### src/hw/uart_sleep_regs.svh
/*
  Named constants for the sleep and RS-485 control block: idle timing,
  request-to-send levels and receiver defaults.
  Assumes a 16x baud enable and a ten-bit character frame.
*/
`ifndef UART_SLEEP_REGS_SVH
`define UART_SLEEP_REGS_SVH

`define IDLE_CHAR_COUNT 4
`define BITS_PER_CHAR 10
`define BAUD_TICKS_PER_BIT 16
`define IDLE_CNT_W 10
`define IDLE_CNT_ZERO 10'h000
`define IDLE_CNT_ONE 10'h001
`define RTS_ASSERTED 1'b0
`define RTS_DEASSERTED 1'b1
`define RX_EN_RESET 1'b1
`define CHAR_W 8

`endif

### src/hw/uart_power_pkg.sv
/*
  Types shared by the sleep and RS-485 control block.
  Assumes nothing beyond a SystemVerilog compiler.
*/
package uart_power_pkg;

  typedef enum logic [1:0] {
    PWR_AWAKE,
    PWR_ASLEEP,
    PWR_LOW_POWER_INPUT
  } pwr_state_t;

endpackage

### src/hw/uart_sleep_rs485_control.sv
/*
  Sleep, low-power, auto request-to-send and 9-bit multi-drop control for
  one UART channel. All control bits except the receiver enable arrive as plain level ports.
  Assumes the baud generator, FIFOs and receiver shifter sit outside and
  report their state synchronously to core_clk_in.

  // Overview of operation
  // RQ1: sleep armed only with enhanced functions and both channels' sleep enable set
  // RQ2: without the ignore option, receive line must idle four character times
  // RQ3: with the ignore option, the receive line is not looked at
  // RQ4: sleep also needs quiet modem inputs, empty FIFOs and shifter, no interrupt
  // RQ5: while asleep, the UART and baud clocks are stopped
  // RQ6: host must not write the baud divisor while asleep
  // RQ7: start bit, transmit FIFO write or modem change wakes the device
  // RQ8: after waking, sleep resumes by itself until sleep enable is cleared
  // RQ9: low-power input stops all clocks and isolates bus until released
  // RQ10: auto RS-485 mode overrides manual and flow-control request-to-send
  // RQ11: auto mode drives request-to-send low on write, high after last bit
  // RQ12: software disables hardware flow control before auto RS-485 mode
  // RQ13: inversion makes request-to-send high while pending, low when done
  // RQ14: 9-bit mode treats a character with ninth bit one as address
  // RQ15: software disables all flow control before automatic 9-bit mode
  // RQ16: software forces parity zero for normal multi-drop address detection
  // RQ17: receiver off drops data; address sets parity error, stored, interrupts
  // RQ18: receiver on keeps receiving; later addresses flag parity error again
  // RQ19: controller enables receiver only for its own address
  // RQ20: auto detection compares addresses with the second flow-off character
  // RQ21: matching address enables receiver, stored with parity-error bit, interrupts
  // RQ22: non-matching later address disables receiver and is discarded
*/
`timescale 1ns/10ps
`include "uart_sleep_regs.svh"

module uart_sleep_rs485_control (
  input wire logic core_clk_in, // 20 MHz core clock
  input wire logic rst_n_in, // synchronous reset, active low
  input wire logic enh_func_en_in, // enhanced_feature_reg enhanced functions bit
  input wire logic sleep_en_a_in, // interrupt_enable_reg sleep bit, channel a
  input wire logic sleep_en_b_in, // interrupt_enable_reg sleep bit, channel b
  input wire logic sleep_ignore_rx_in, // advanced_control_reg_one bit 4
  input wire logic low_power_input_in, // low-power pin, active high
  input wire logic baud_tick_in, // 16x baud enable pulse
  input wire logic serial_in_in, // serial receive line
  input wire logic [3:0] modem_in, // modem input pins
  input wire logic tx_fifo_write_in, // host write into transmit FIFO, pulse
  input wire logic tx_fifo_empty_in, // transmit FIFO empty
  input wire logic tx_shift_empty_in, // transmit shift register empty
  input wire logic rx_fifo_empty_in, // receive FIFO empty
  input wire logic irq_pending_in, // any interrupt pending
  input wire logic auto_rts_en_in, // advanced_control_reg_two bit 4
  input wire logic rts_invert_in, // advanced_control_reg_two bit 5
  input wire logic manual_rts_in, // modem_control_reg request-to-send level
  input wire logic hw_flow_en_in, // hardware flow control enabled
  input wire logic hw_flow_rts_in, // flow control request-to-send level
  input wire logic nine_bit_en_in, // advanced_control_reg_two bit 0
  input wire logic special_char_en_in, // enhanced_feature_reg special char detect
  input wire logic [`CHAR_W-1:0] second_flow_off_char_in, // station address
  input wire logic line_status_ie_in, // interrupt_enable_reg line status bit
  input wire logic rx_enable_set_in, // software receiver enable, pulse
  input wire logic rx_enable_clr_in, // software receiver disable, pulse
  input wire logic rx_char_valid_in, // received character strobe
  input wire logic [`CHAR_W-1:0] rx_char_data_in, // received character
  input wire logic rx_char_ninth_in, // received ninth (parity) bit
  input wire logic rx_char_perr_in, // parity error for plain reception
  output logic clk_run_out, // UART and baud clock enable
  output logic bus_isolate_out, // host interface isolation
  output uart_power_pkg::pwr_state_t power_state_out, // power state
  output logic request_to_send_pin_out, // request-to-send pin level
  output logic rx_enabled_out, // receiver enable state
  output logic rx_push_out, // push into receive FIFO, pulse
  output logic [`CHAR_W-1:0] rx_push_data_out, // pushed character
  output logic rx_push_perr_out, // parity-error status with the push
  output logic line_status_irq_out // line status interrupt request, pulse
);
  import uart_power_pkg::*;

  localparam logic [`IDLE_CNT_W-1:0] IDLE_TICKS =
    `IDLE_CNT_W'(`IDLE_CHAR_COUNT * `BITS_PER_CHAR * `BAUD_TICKS_PER_BIT);

  //////////////////////////////////////////////////////////////////////////////
  // sleep entry and wake conditions

  pwr_state_t state_q;
  pwr_state_t state_d;
  logic [3:0] modem_prev_q;
  logic rx_idle;
  logic sleep_armed;
  logic modem_change;
  logic enter_ok;
  logic wake;

  // the idle count only advances while the baud clock runs
  idle_line_timer #(
    .LIMIT(IDLE_TICKS)
  ) u_idle (
    .clk_in(core_clk_in),
    .rst_n_in(rst_n_in),
    .tick_in(baud_tick_in && clk_run_out),
    .line_in(serial_in_in),
    .idle_out(rx_idle)
  );

  always_ff @(posedge core_clk_in) begin
    if (!rst_n_in) begin
      modem_prev_q <= 4'h0;
    end else begin
      modem_prev_q <= modem_in;
    end
  end

  assign sleep_armed = enh_func_en_in && sleep_en_a_in && sleep_en_b_in; // RQ1
  assign modem_change = (modem_in != modem_prev_q);

  always_comb begin
    enter_ok = sleep_armed && !modem_change; // RQ4
    enter_ok = enter_ok && (sleep_ignore_rx_in || rx_idle); // RQ2 RQ3
    enter_ok = enter_ok && tx_fifo_empty_in && tx_shift_empty_in && !tx_fifo_write_in; // RQ4
    enter_ok = enter_ok && rx_fifo_empty_in && !irq_pending_in; // RQ4
  end

  // start bit, transmit write, modem edge, or loss of arming
  assign wake = !serial_in_in || tx_fifo_write_in || modem_change || !sleep_armed; // RQ7

  //////////////////////////////////////////////////////////////////////////////
  // power state machine

  always_comb begin
    state_d = state_q;
    if (low_power_input_in) begin
      state_d = PWR_LOW_POWER_INPUT; // RQ9
    end else begin
      case (state_q)
        PWR_AWAKE: begin
          if (enter_ok) begin
            state_d = PWR_ASLEEP; // RQ8
          end
        end
        PWR_ASLEEP: begin
          if (wake) begin
            state_d = PWR_AWAKE; // RQ7
          end
        end
        PWR_LOW_POWER_INPUT: begin
          state_d = PWR_AWAKE; // RQ9
        end
        default: begin
          state_d = PWR_AWAKE;
        end
      endcase
    end
  end

  always_ff @(posedge core_clk_in) begin
    if (!rst_n_in) begin
      state_q <= PWR_AWAKE;
    end else begin
      state_q <= state_d;
    end
  end

  // outputs follow the next state so they line up with state_q
  always_ff @(posedge core_clk_in) begin
    if (!rst_n_in) begin
      clk_run_out <= 1'b1;
      bus_isolate_out <= 1'b0;
      power_state_out <= PWR_AWAKE;
    end else begin
      clk_run_out <= (state_d == PWR_AWAKE); // RQ5 RQ9
      bus_isolate_out <= (state_d == PWR_LOW_POWER_INPUT); // RQ9
      power_state_out <= state_d;
    end
  end

  //////////////////////////////////////////////////////////////////////////////
  // auto RS-485 request-to-send

  logic tx_busy_q;
  logic tx_busy_d;

  // a write in the same cycle as the drain wins, so no frame loses its driver
  always_comb begin
    tx_busy_d = tx_busy_q;
    if (tx_fifo_write_in) begin
      tx_busy_d = 1'b1; // RQ11
    end else if (tx_fifo_empty_in && tx_shift_empty_in) begin
      tx_busy_d = 1'b0; // RQ11
    end
  end

  always_ff @(posedge core_clk_in) begin
    if (!rst_n_in) begin
      tx_busy_q <= 1'b0;
    end else begin
      tx_busy_q <= tx_busy_d;
    end
  end

  // flow control is expected off in auto mode; auto still wins if not
  always_ff @(posedge core_clk_in) begin
    if (!rst_n_in) begin
      request_to_send_pin_out <= `RTS_DEASSERTED;
    end else if (auto_rts_en_in) begin
      request_to_send_pin_out <= tx_busy_d ? (`RTS_ASSERTED ^ rts_invert_in) // RQ10 RQ11 RQ13
                                           : (`RTS_DEASSERTED ^ rts_invert_in); // RQ13
    end else if (hw_flow_en_in) begin
      request_to_send_pin_out <= hw_flow_rts_in;
    end else begin
      request_to_send_pin_out <= manual_rts_in;
    end
  end

  //////////////////////////////////////////////////////////////////////////////
  // 9-bit multi-drop receive filter

  logic rx_en_q;
  logic rx_en_d;
  logic is_addr;
  logic addr_match;
  logic auto_addr;
  logic push_d;
  logic perr_d;
  logic irq_d;
  logic hw_set;
  logic hw_clr;

  assign is_addr = nine_bit_en_in && rx_char_ninth_in; // RQ14
  assign addr_match = (rx_char_data_in == second_flow_off_char_in); // RQ20
  assign auto_addr = nine_bit_en_in && special_char_en_in;

  always_comb begin
    push_d = 1'b0;
    perr_d = 1'b0;
    irq_d = 1'b0;
    hw_set = 1'b0;
    hw_clr = 1'b0;
    if (rx_char_valid_in) begin
      if (!nine_bit_en_in) begin
        push_d = rx_en_q;
        perr_d = rx_char_perr_in;
        irq_d = rx_en_q && rx_char_perr_in && line_status_ie_in;
      end else if (!is_addr) begin
        push_d = rx_en_q; // RQ17 RQ18 RQ20
      end else if (!auto_addr) begin
        push_d = 1'b1; // RQ17 RQ18
        perr_d = 1'b1;
        irq_d = line_status_ie_in;
      end else if (addr_match) begin
        push_d = 1'b1; // RQ21
        perr_d = rx_char_ninth_in;
        irq_d = line_status_ie_in;
        hw_set = 1'b1;
      end else begin
        hw_clr = 1'b1; // RQ22
      end
    end
  end

  // an enable arriving with a disable wins, so a matched address is kept
  always_comb begin
    rx_en_d = rx_en_q;
    if (rx_enable_set_in || hw_set) begin
      rx_en_d = 1'b1; // RQ21
    end else if (rx_enable_clr_in || hw_clr) begin
      rx_en_d = 1'b0; // RQ22
    end
  end

  always_ff @(posedge core_clk_in) begin
    if (!rst_n_in) begin
      rx_en_q <= `RX_EN_RESET;
      rx_enabled_out <= `RX_EN_RESET;
    end else begin
      rx_en_q <= rx_en_d;
      rx_enabled_out <= rx_en_d;
    end
  end

  always_ff @(posedge core_clk_in) begin
    if (!rst_n_in) begin
      rx_push_out <= 1'b0;
      rx_push_data_out <= 8'h00;
      rx_push_perr_out <= 1'b0;
      line_status_irq_out <= 1'b0;
    end else begin
      rx_push_out <= push_d;
      rx_push_data_out <= rx_char_data_in;
      rx_push_perr_out <= perr_d;
      line_status_irq_out <= irq_d; // RQ17 RQ21
    end
  end
endmodule

### src/hw/idle_line_timer.sv
/*
  Receive line idle timer: counts baud enables while the line is high and
  flags idle once the limit is reached.
  Assumes tick_in is a one-cycle enable synchronous to clk_in.
*/
`timescale 1ns/10ps
`include "uart_sleep_regs.svh"

module idle_line_timer #(
  parameter logic [`IDLE_CNT_W-1:0] LIMIT = 10'h280
) (
  input wire logic clk_in, // core clock
  input wire logic rst_n_in, // synchronous reset, active low
  input wire logic tick_in, // baud enable
  input wire logic line_in, // serial receive level
  output logic idle_out // line held high for LIMIT ticks
);

  logic [`IDLE_CNT_W-1:0] cnt_q;

  // saturates so a long idle period never wraps back to busy
  always_ff @(posedge clk_in) begin
    if (!rst_n_in) begin
      cnt_q <= `IDLE_CNT_ZERO;
    end else if (!line_in) begin
      cnt_q <= `IDLE_CNT_ZERO;
    end else if (tick_in && cnt_q != LIMIT) begin
      cnt_q <= cnt_q + `IDLE_CNT_ONE;
    end
  end

  always_ff @(posedge clk_in) begin
    if (!rst_n_in) begin
      idle_out <= 1'b0;
    end else begin
      idle_out <= line_in && (cnt_q == LIMIT);
    end
  end
endmodule

### config.mk
export PLATFORM = sky130hd
export DESIGN_NAME = uart_sleep_rs485_control
export DESIGN_NICKNAME = d
export VERILOG_FILES = /design/src/hw/uart_power_pkg.sv /design/src/hw/uart_sleep_rs485_control.sv /design/src/hw/idle_line_timer.sv
export VERILOG_INCLUDE_DIRS = /design/src /design/src/hw
export SDC_FILE = /design/constraint.sdc
export NUM_CORES = 1
export LEC_CHECK = 0
export BUFFER_PORTS_ARGS = -buffer_cell sky130_fd_sc_hd__buf_4
export CORE_ASPECT_RATIO = 0.5
export CORE_UTILIZATION = 41
export DETAILED_ROUTE_END_ITERATION = 10
export PLACE_DENSITY = 0.74
export SETUP_SLACK_MARGIN = 0.02
export SYNTH_ARGS = -nofsm -noshare
export SYNTH_HDL_FRONTEND = slang
export SYNTH_HIERARCHICAL = 1
export SYNTH_SLANG_ARGS = --single-unit
export TNS_END_PERCENT = 30
### constraint.sdc
create_clock -name core_clk_in -period 1.65 [get_ports core_clk_in]
set_clock_uncertainty 0.2 [all_clocks]
set_input_delay 0.2475 -clock core_clk_in [delete_from_list [all_inputs] [get_ports core_clk_in]]
set_output_delay 0.2475 -clock core_clk_in [all_outputs]
set_load 0.005 [all_outputs]
==> reports/qor.csv <==
metric,value,unit
num_antenna_cells,0,
grt_pass1_wl,6130,um
detail_route.iter0.violations,42,
finalMaxSlewViolations,0,
finalWeightedCongestion,0.830,
yosys_register_bits,33,
stdcell_count,279,
synth_cell_type_count,32,
max_cap_viol_count,0,
cts-buffers-inserted,5,
clock_tree.buffer_depth,2,
worstMarginPinSlew,0.372,ns
clock_tree_root_driver_cell,sky130_fd_sc_hd__clkbuf_8,
synth_warnings,6,
ioPinCount,64,
cp-start-kind,flip-flop,
postPlaceCellArea,0.00193,mm^2
gr-usage-all-layers,21.8,%
dr.pass1.iters,4,
placement.io_buffers,63,
maxSlewHeadroom,74.5,%
required_time_of_the_critical_path,1.66,ns
power_leakage,0.934,nW
tritoncts,yes,
timing.critical_path.arrival,1.65,ns
post_drt_via_cell_ratio,5.10,
hold_path_class,in -> reg,
first_global_vias,1435,
fp-row-count,14,
endpoint_kind,flip-flop,
area_growth_syn_to_layout,58.0,%
grt_max_degree,23,
post_cts.repair.setup_buffers,0,
cts.htree.levels,2,
fmax,0.609,GHz
route.antenna.remaining_nets,0,
period_needed,1.64,ns
drive_above_1_share,32.6,%
outcome,"finished, final reports clean",
die_w,85.1,um
drt-total-wl,3590,um
grt_antenna_before_repair,0,
vias,1423,
post_dp_hpwl,2500,um
irDropWorstVdd,0.417,mV
power.density_cell_area,837,mW/mm^2
synth_area_per_cell,9.25,um^2
worst-path-max-fanout,3,
die_height,43.5,um
stdcell_area,0.00224,mm^2
cts.sinks,33,
grt_overflow,0,
netlist_area,0.00142,mm^2
design.die.area,0.00370,mm^2
worstSkewPairLatency,0.29,ns
report.final.hold_viol_count,0,
rsz0062_at_grt,yes,
clkSlewWorstSetupHoldPaths,0.07,ns
dp_cells,254,
mappedNetlistNets,202,
initial_utilization,45.1,%
average_wire_per_standard_cell,12.9,um
final.period_utilization,99.6,%
criticalPathCategory,reg -> reg,
synthesis.instances,153,
setup_viol,0,
drcViolationCount,0,
share_of_the_yosys_chip_area_belonging_to_registers,46.7,%
nNetsFinal,287,
core-area,0.00314,mm^2
==> critical path, cell delays in order (launching register included) <==
cell and delay [ns]:
sky130_fd_sc_hd__dfxtp_1 0.32, sky130_fd_sc_hd__or4b_1 0.51, sky130_fd_sc_hd__o31a_1 0.28, sky130_fd_sc_hd__nor4_2 0.25
==> registers in the layout, indices dropped and copies added (netlist names) <==
register                 flops
request_to_send_pin_out      1
rx_en_q                      1
line_status_irq_out          1
power_state_out              2
bus_isolate_out              1
rx_push_out                  1
u_idle/idle_out              1
tx_busy_q                    1
rx_push_perr_out             1
rx_push_data_out             8
u_idle/cnt_q                10
clk_run_out                  1
modem_prev_q                 4
==> cells in the mapped netlist (all sizes together) <==
cell / instances / area (um^2)
or4: 1 / 7.51
ha: 2 / 25.0
nor4: 5 / 37.5
nor2: 6 / 22.5
inv: 6 / 22.5
nor4bb: 1 / 10.0
o21ai: 3 / 15.0
a311oi: 2 / 17.5
nand3: 7 / 35.0
dfxtp: 33 / 661
xor2: 10 / 87.6
nand2b: 3 / 18.8
clkbuf: 3 / 11.3
a2111oi: 1 / 8.76
mux2i: 4 / 40.0
and3b: 1 / 8.76
nor3: 1 / 5.00
a31oi: 5 / 31.3
o311ai: 1 / 8.76
o41ai: 1 / 8.76
nand4: 4 / 25.0
nor2b: 3 / 18.8
xnor2: 5 / 43.8
a21oi: 5 / 25.0
and2: 17 / 106
o31ai: 1 / 7.51
o211ai: 2 / 15.0
nand2: 16 / 60.1
o31a: 1 / 8.76
or3: 2 / 12.5
or4b: 1 / 10.0
==> per-stage QoR <==
step,setup TNS [ns],worst slack [ns],hold slack (ns),util (%),power (mW)
floorplan,0,0.0425,0.119,-,0.938
global placement,0,0.0181,0.234,61.7,1.08
detailed placement,-0.00219,-0.00219,0.243,61.7,1.08
CTS,-0.00166,-0.00166,0.000190,70.7,1.88
global route,-0.0485,-0.0403,0.0194,71.3,1.96
finish,0,0.00675,0.0264,71.3,1.87
==> cell type report <==
type | instances | area (um^2)
fill | 244 | 900
multi-input combinational | 111 | 733
sequential | 33 | 664
timing repair buffer | 81 | 651
clock buffer | 5 | 68.8
tap | 40 | 50.0
clock inverter | 3 | 46.3
inverter | 6 | 22.5
==> metal layers <==
layer	part of all wire [%]	global-route usage [%]	routed length (um)
met1	38	21.5	1350
met2	56	41.8	2020
met3	3.8	6.86	138
met4	2.5	12.9	89
met5	0	0	0
==> cell usage in the layout, fill, tap and decap left out, types with 2 or more instances in the layout <==
cell type                       synthesis  layout
sky130_fd_sc_hd__nand3_1                7       7
sky130_fd_sc_hd__o211ai_1               2       2
sky130_fd_sc_hd__nand2b_1               3       3
sky130_fd_sc_hd__a31oi_1                5       4
sky130_fd_sc_hd__dlygate4sd3_1          0      17
sky130_fd_sc_hd__dfxtp_1               33      30
sky130_fd_sc_hd__or3_1                  2       2
sky130_fd_sc_hd__and2_1                17      17
sky130_fd_sc_hd__o21ai_0                3       3
sky130_fd_sc_hd__mux2i_1                4       4
sky130_fd_sc_hd__xor2_1                10      10
sky130_fd_sc_hd__nand4_1                4       4
sky130_fd_sc_hd__inv_1                  6       6
sky130_fd_sc_hd__buf_4                  0      64
sky130_fd_sc_hd__nor2_1                 6       6
sky130_fd_sc_hd__a311oi_1               2       2
sky130_fd_sc_hd__nor2b_1                3       3
sky130_fd_sc_hd__clkbuf_8               0       5
sky130_fd_sc_hd__dfxtp_2                0       3
sky130_fd_sc_hd__ha_1                   2       2
sky130_fd_sc_hd__nor4_2                 1       2
sky130_fd_sc_hd__nor4_1                 4       3
sky130_fd_sc_hd__a21oi_1                5       5
sky130_fd_sc_hd__nand2_1               16      16
sky130_fd_sc_hd__xnor2_1                5       5
==> kinds of logic (layout without fill, tap and decap cells) <==
family / count (synthesis) / after routing / synth area share (%)
AOI/OAI and AO/OA: 22 / 22 / 10.3
xor gates and xnor gates: 15 / 15 / 9.28
adders and majority gates: 2 / 2 / 1.77
buffers and inverters: 9 / 95 / 2.39
DFF: 33 / 33 / 46.7
muxes: 4 / 4 / 2.83
and+or+nand+nor: 68 / 68 / 26.7
==> report_power, final <==
part           internal (mW)  switching, mW  total [mW]  leakage (nW)
clock network          0.452          0.322       0.774        0.0543
logic                  0.166         0.0930       0.258         0.607
registers              0.826         0.0134       0.839         0.273
total                   1.44          0.429        1.87         0.934
==> final timing paths <==
check | from | endpoint | slack [ns] | cells past startpoint
setup reg to reg | power_state_out[0] | power_state_out[0] | 0.007 | 3
setup / recovery | power_state_out[0] | power_state_out[0] | 0.007 | 3
hold / removal | line_status_ie_in | line_status_irq_out | 0.03 | 3
hold reg to reg | u_idle/cnt_q[9] | u_idle/cnt_q[9] | 0.27 | 2
==> timing repair <==
action / in CTS / in global routing
endpoints found under the hold margin: 19 / 1
pin swaps: 1 / 0
endpoints found under the setup margin: 4 / 8
hold buffers: 16 / 1
gates resized for setup: 1 / 4
(Power assumes the default switching activity.)
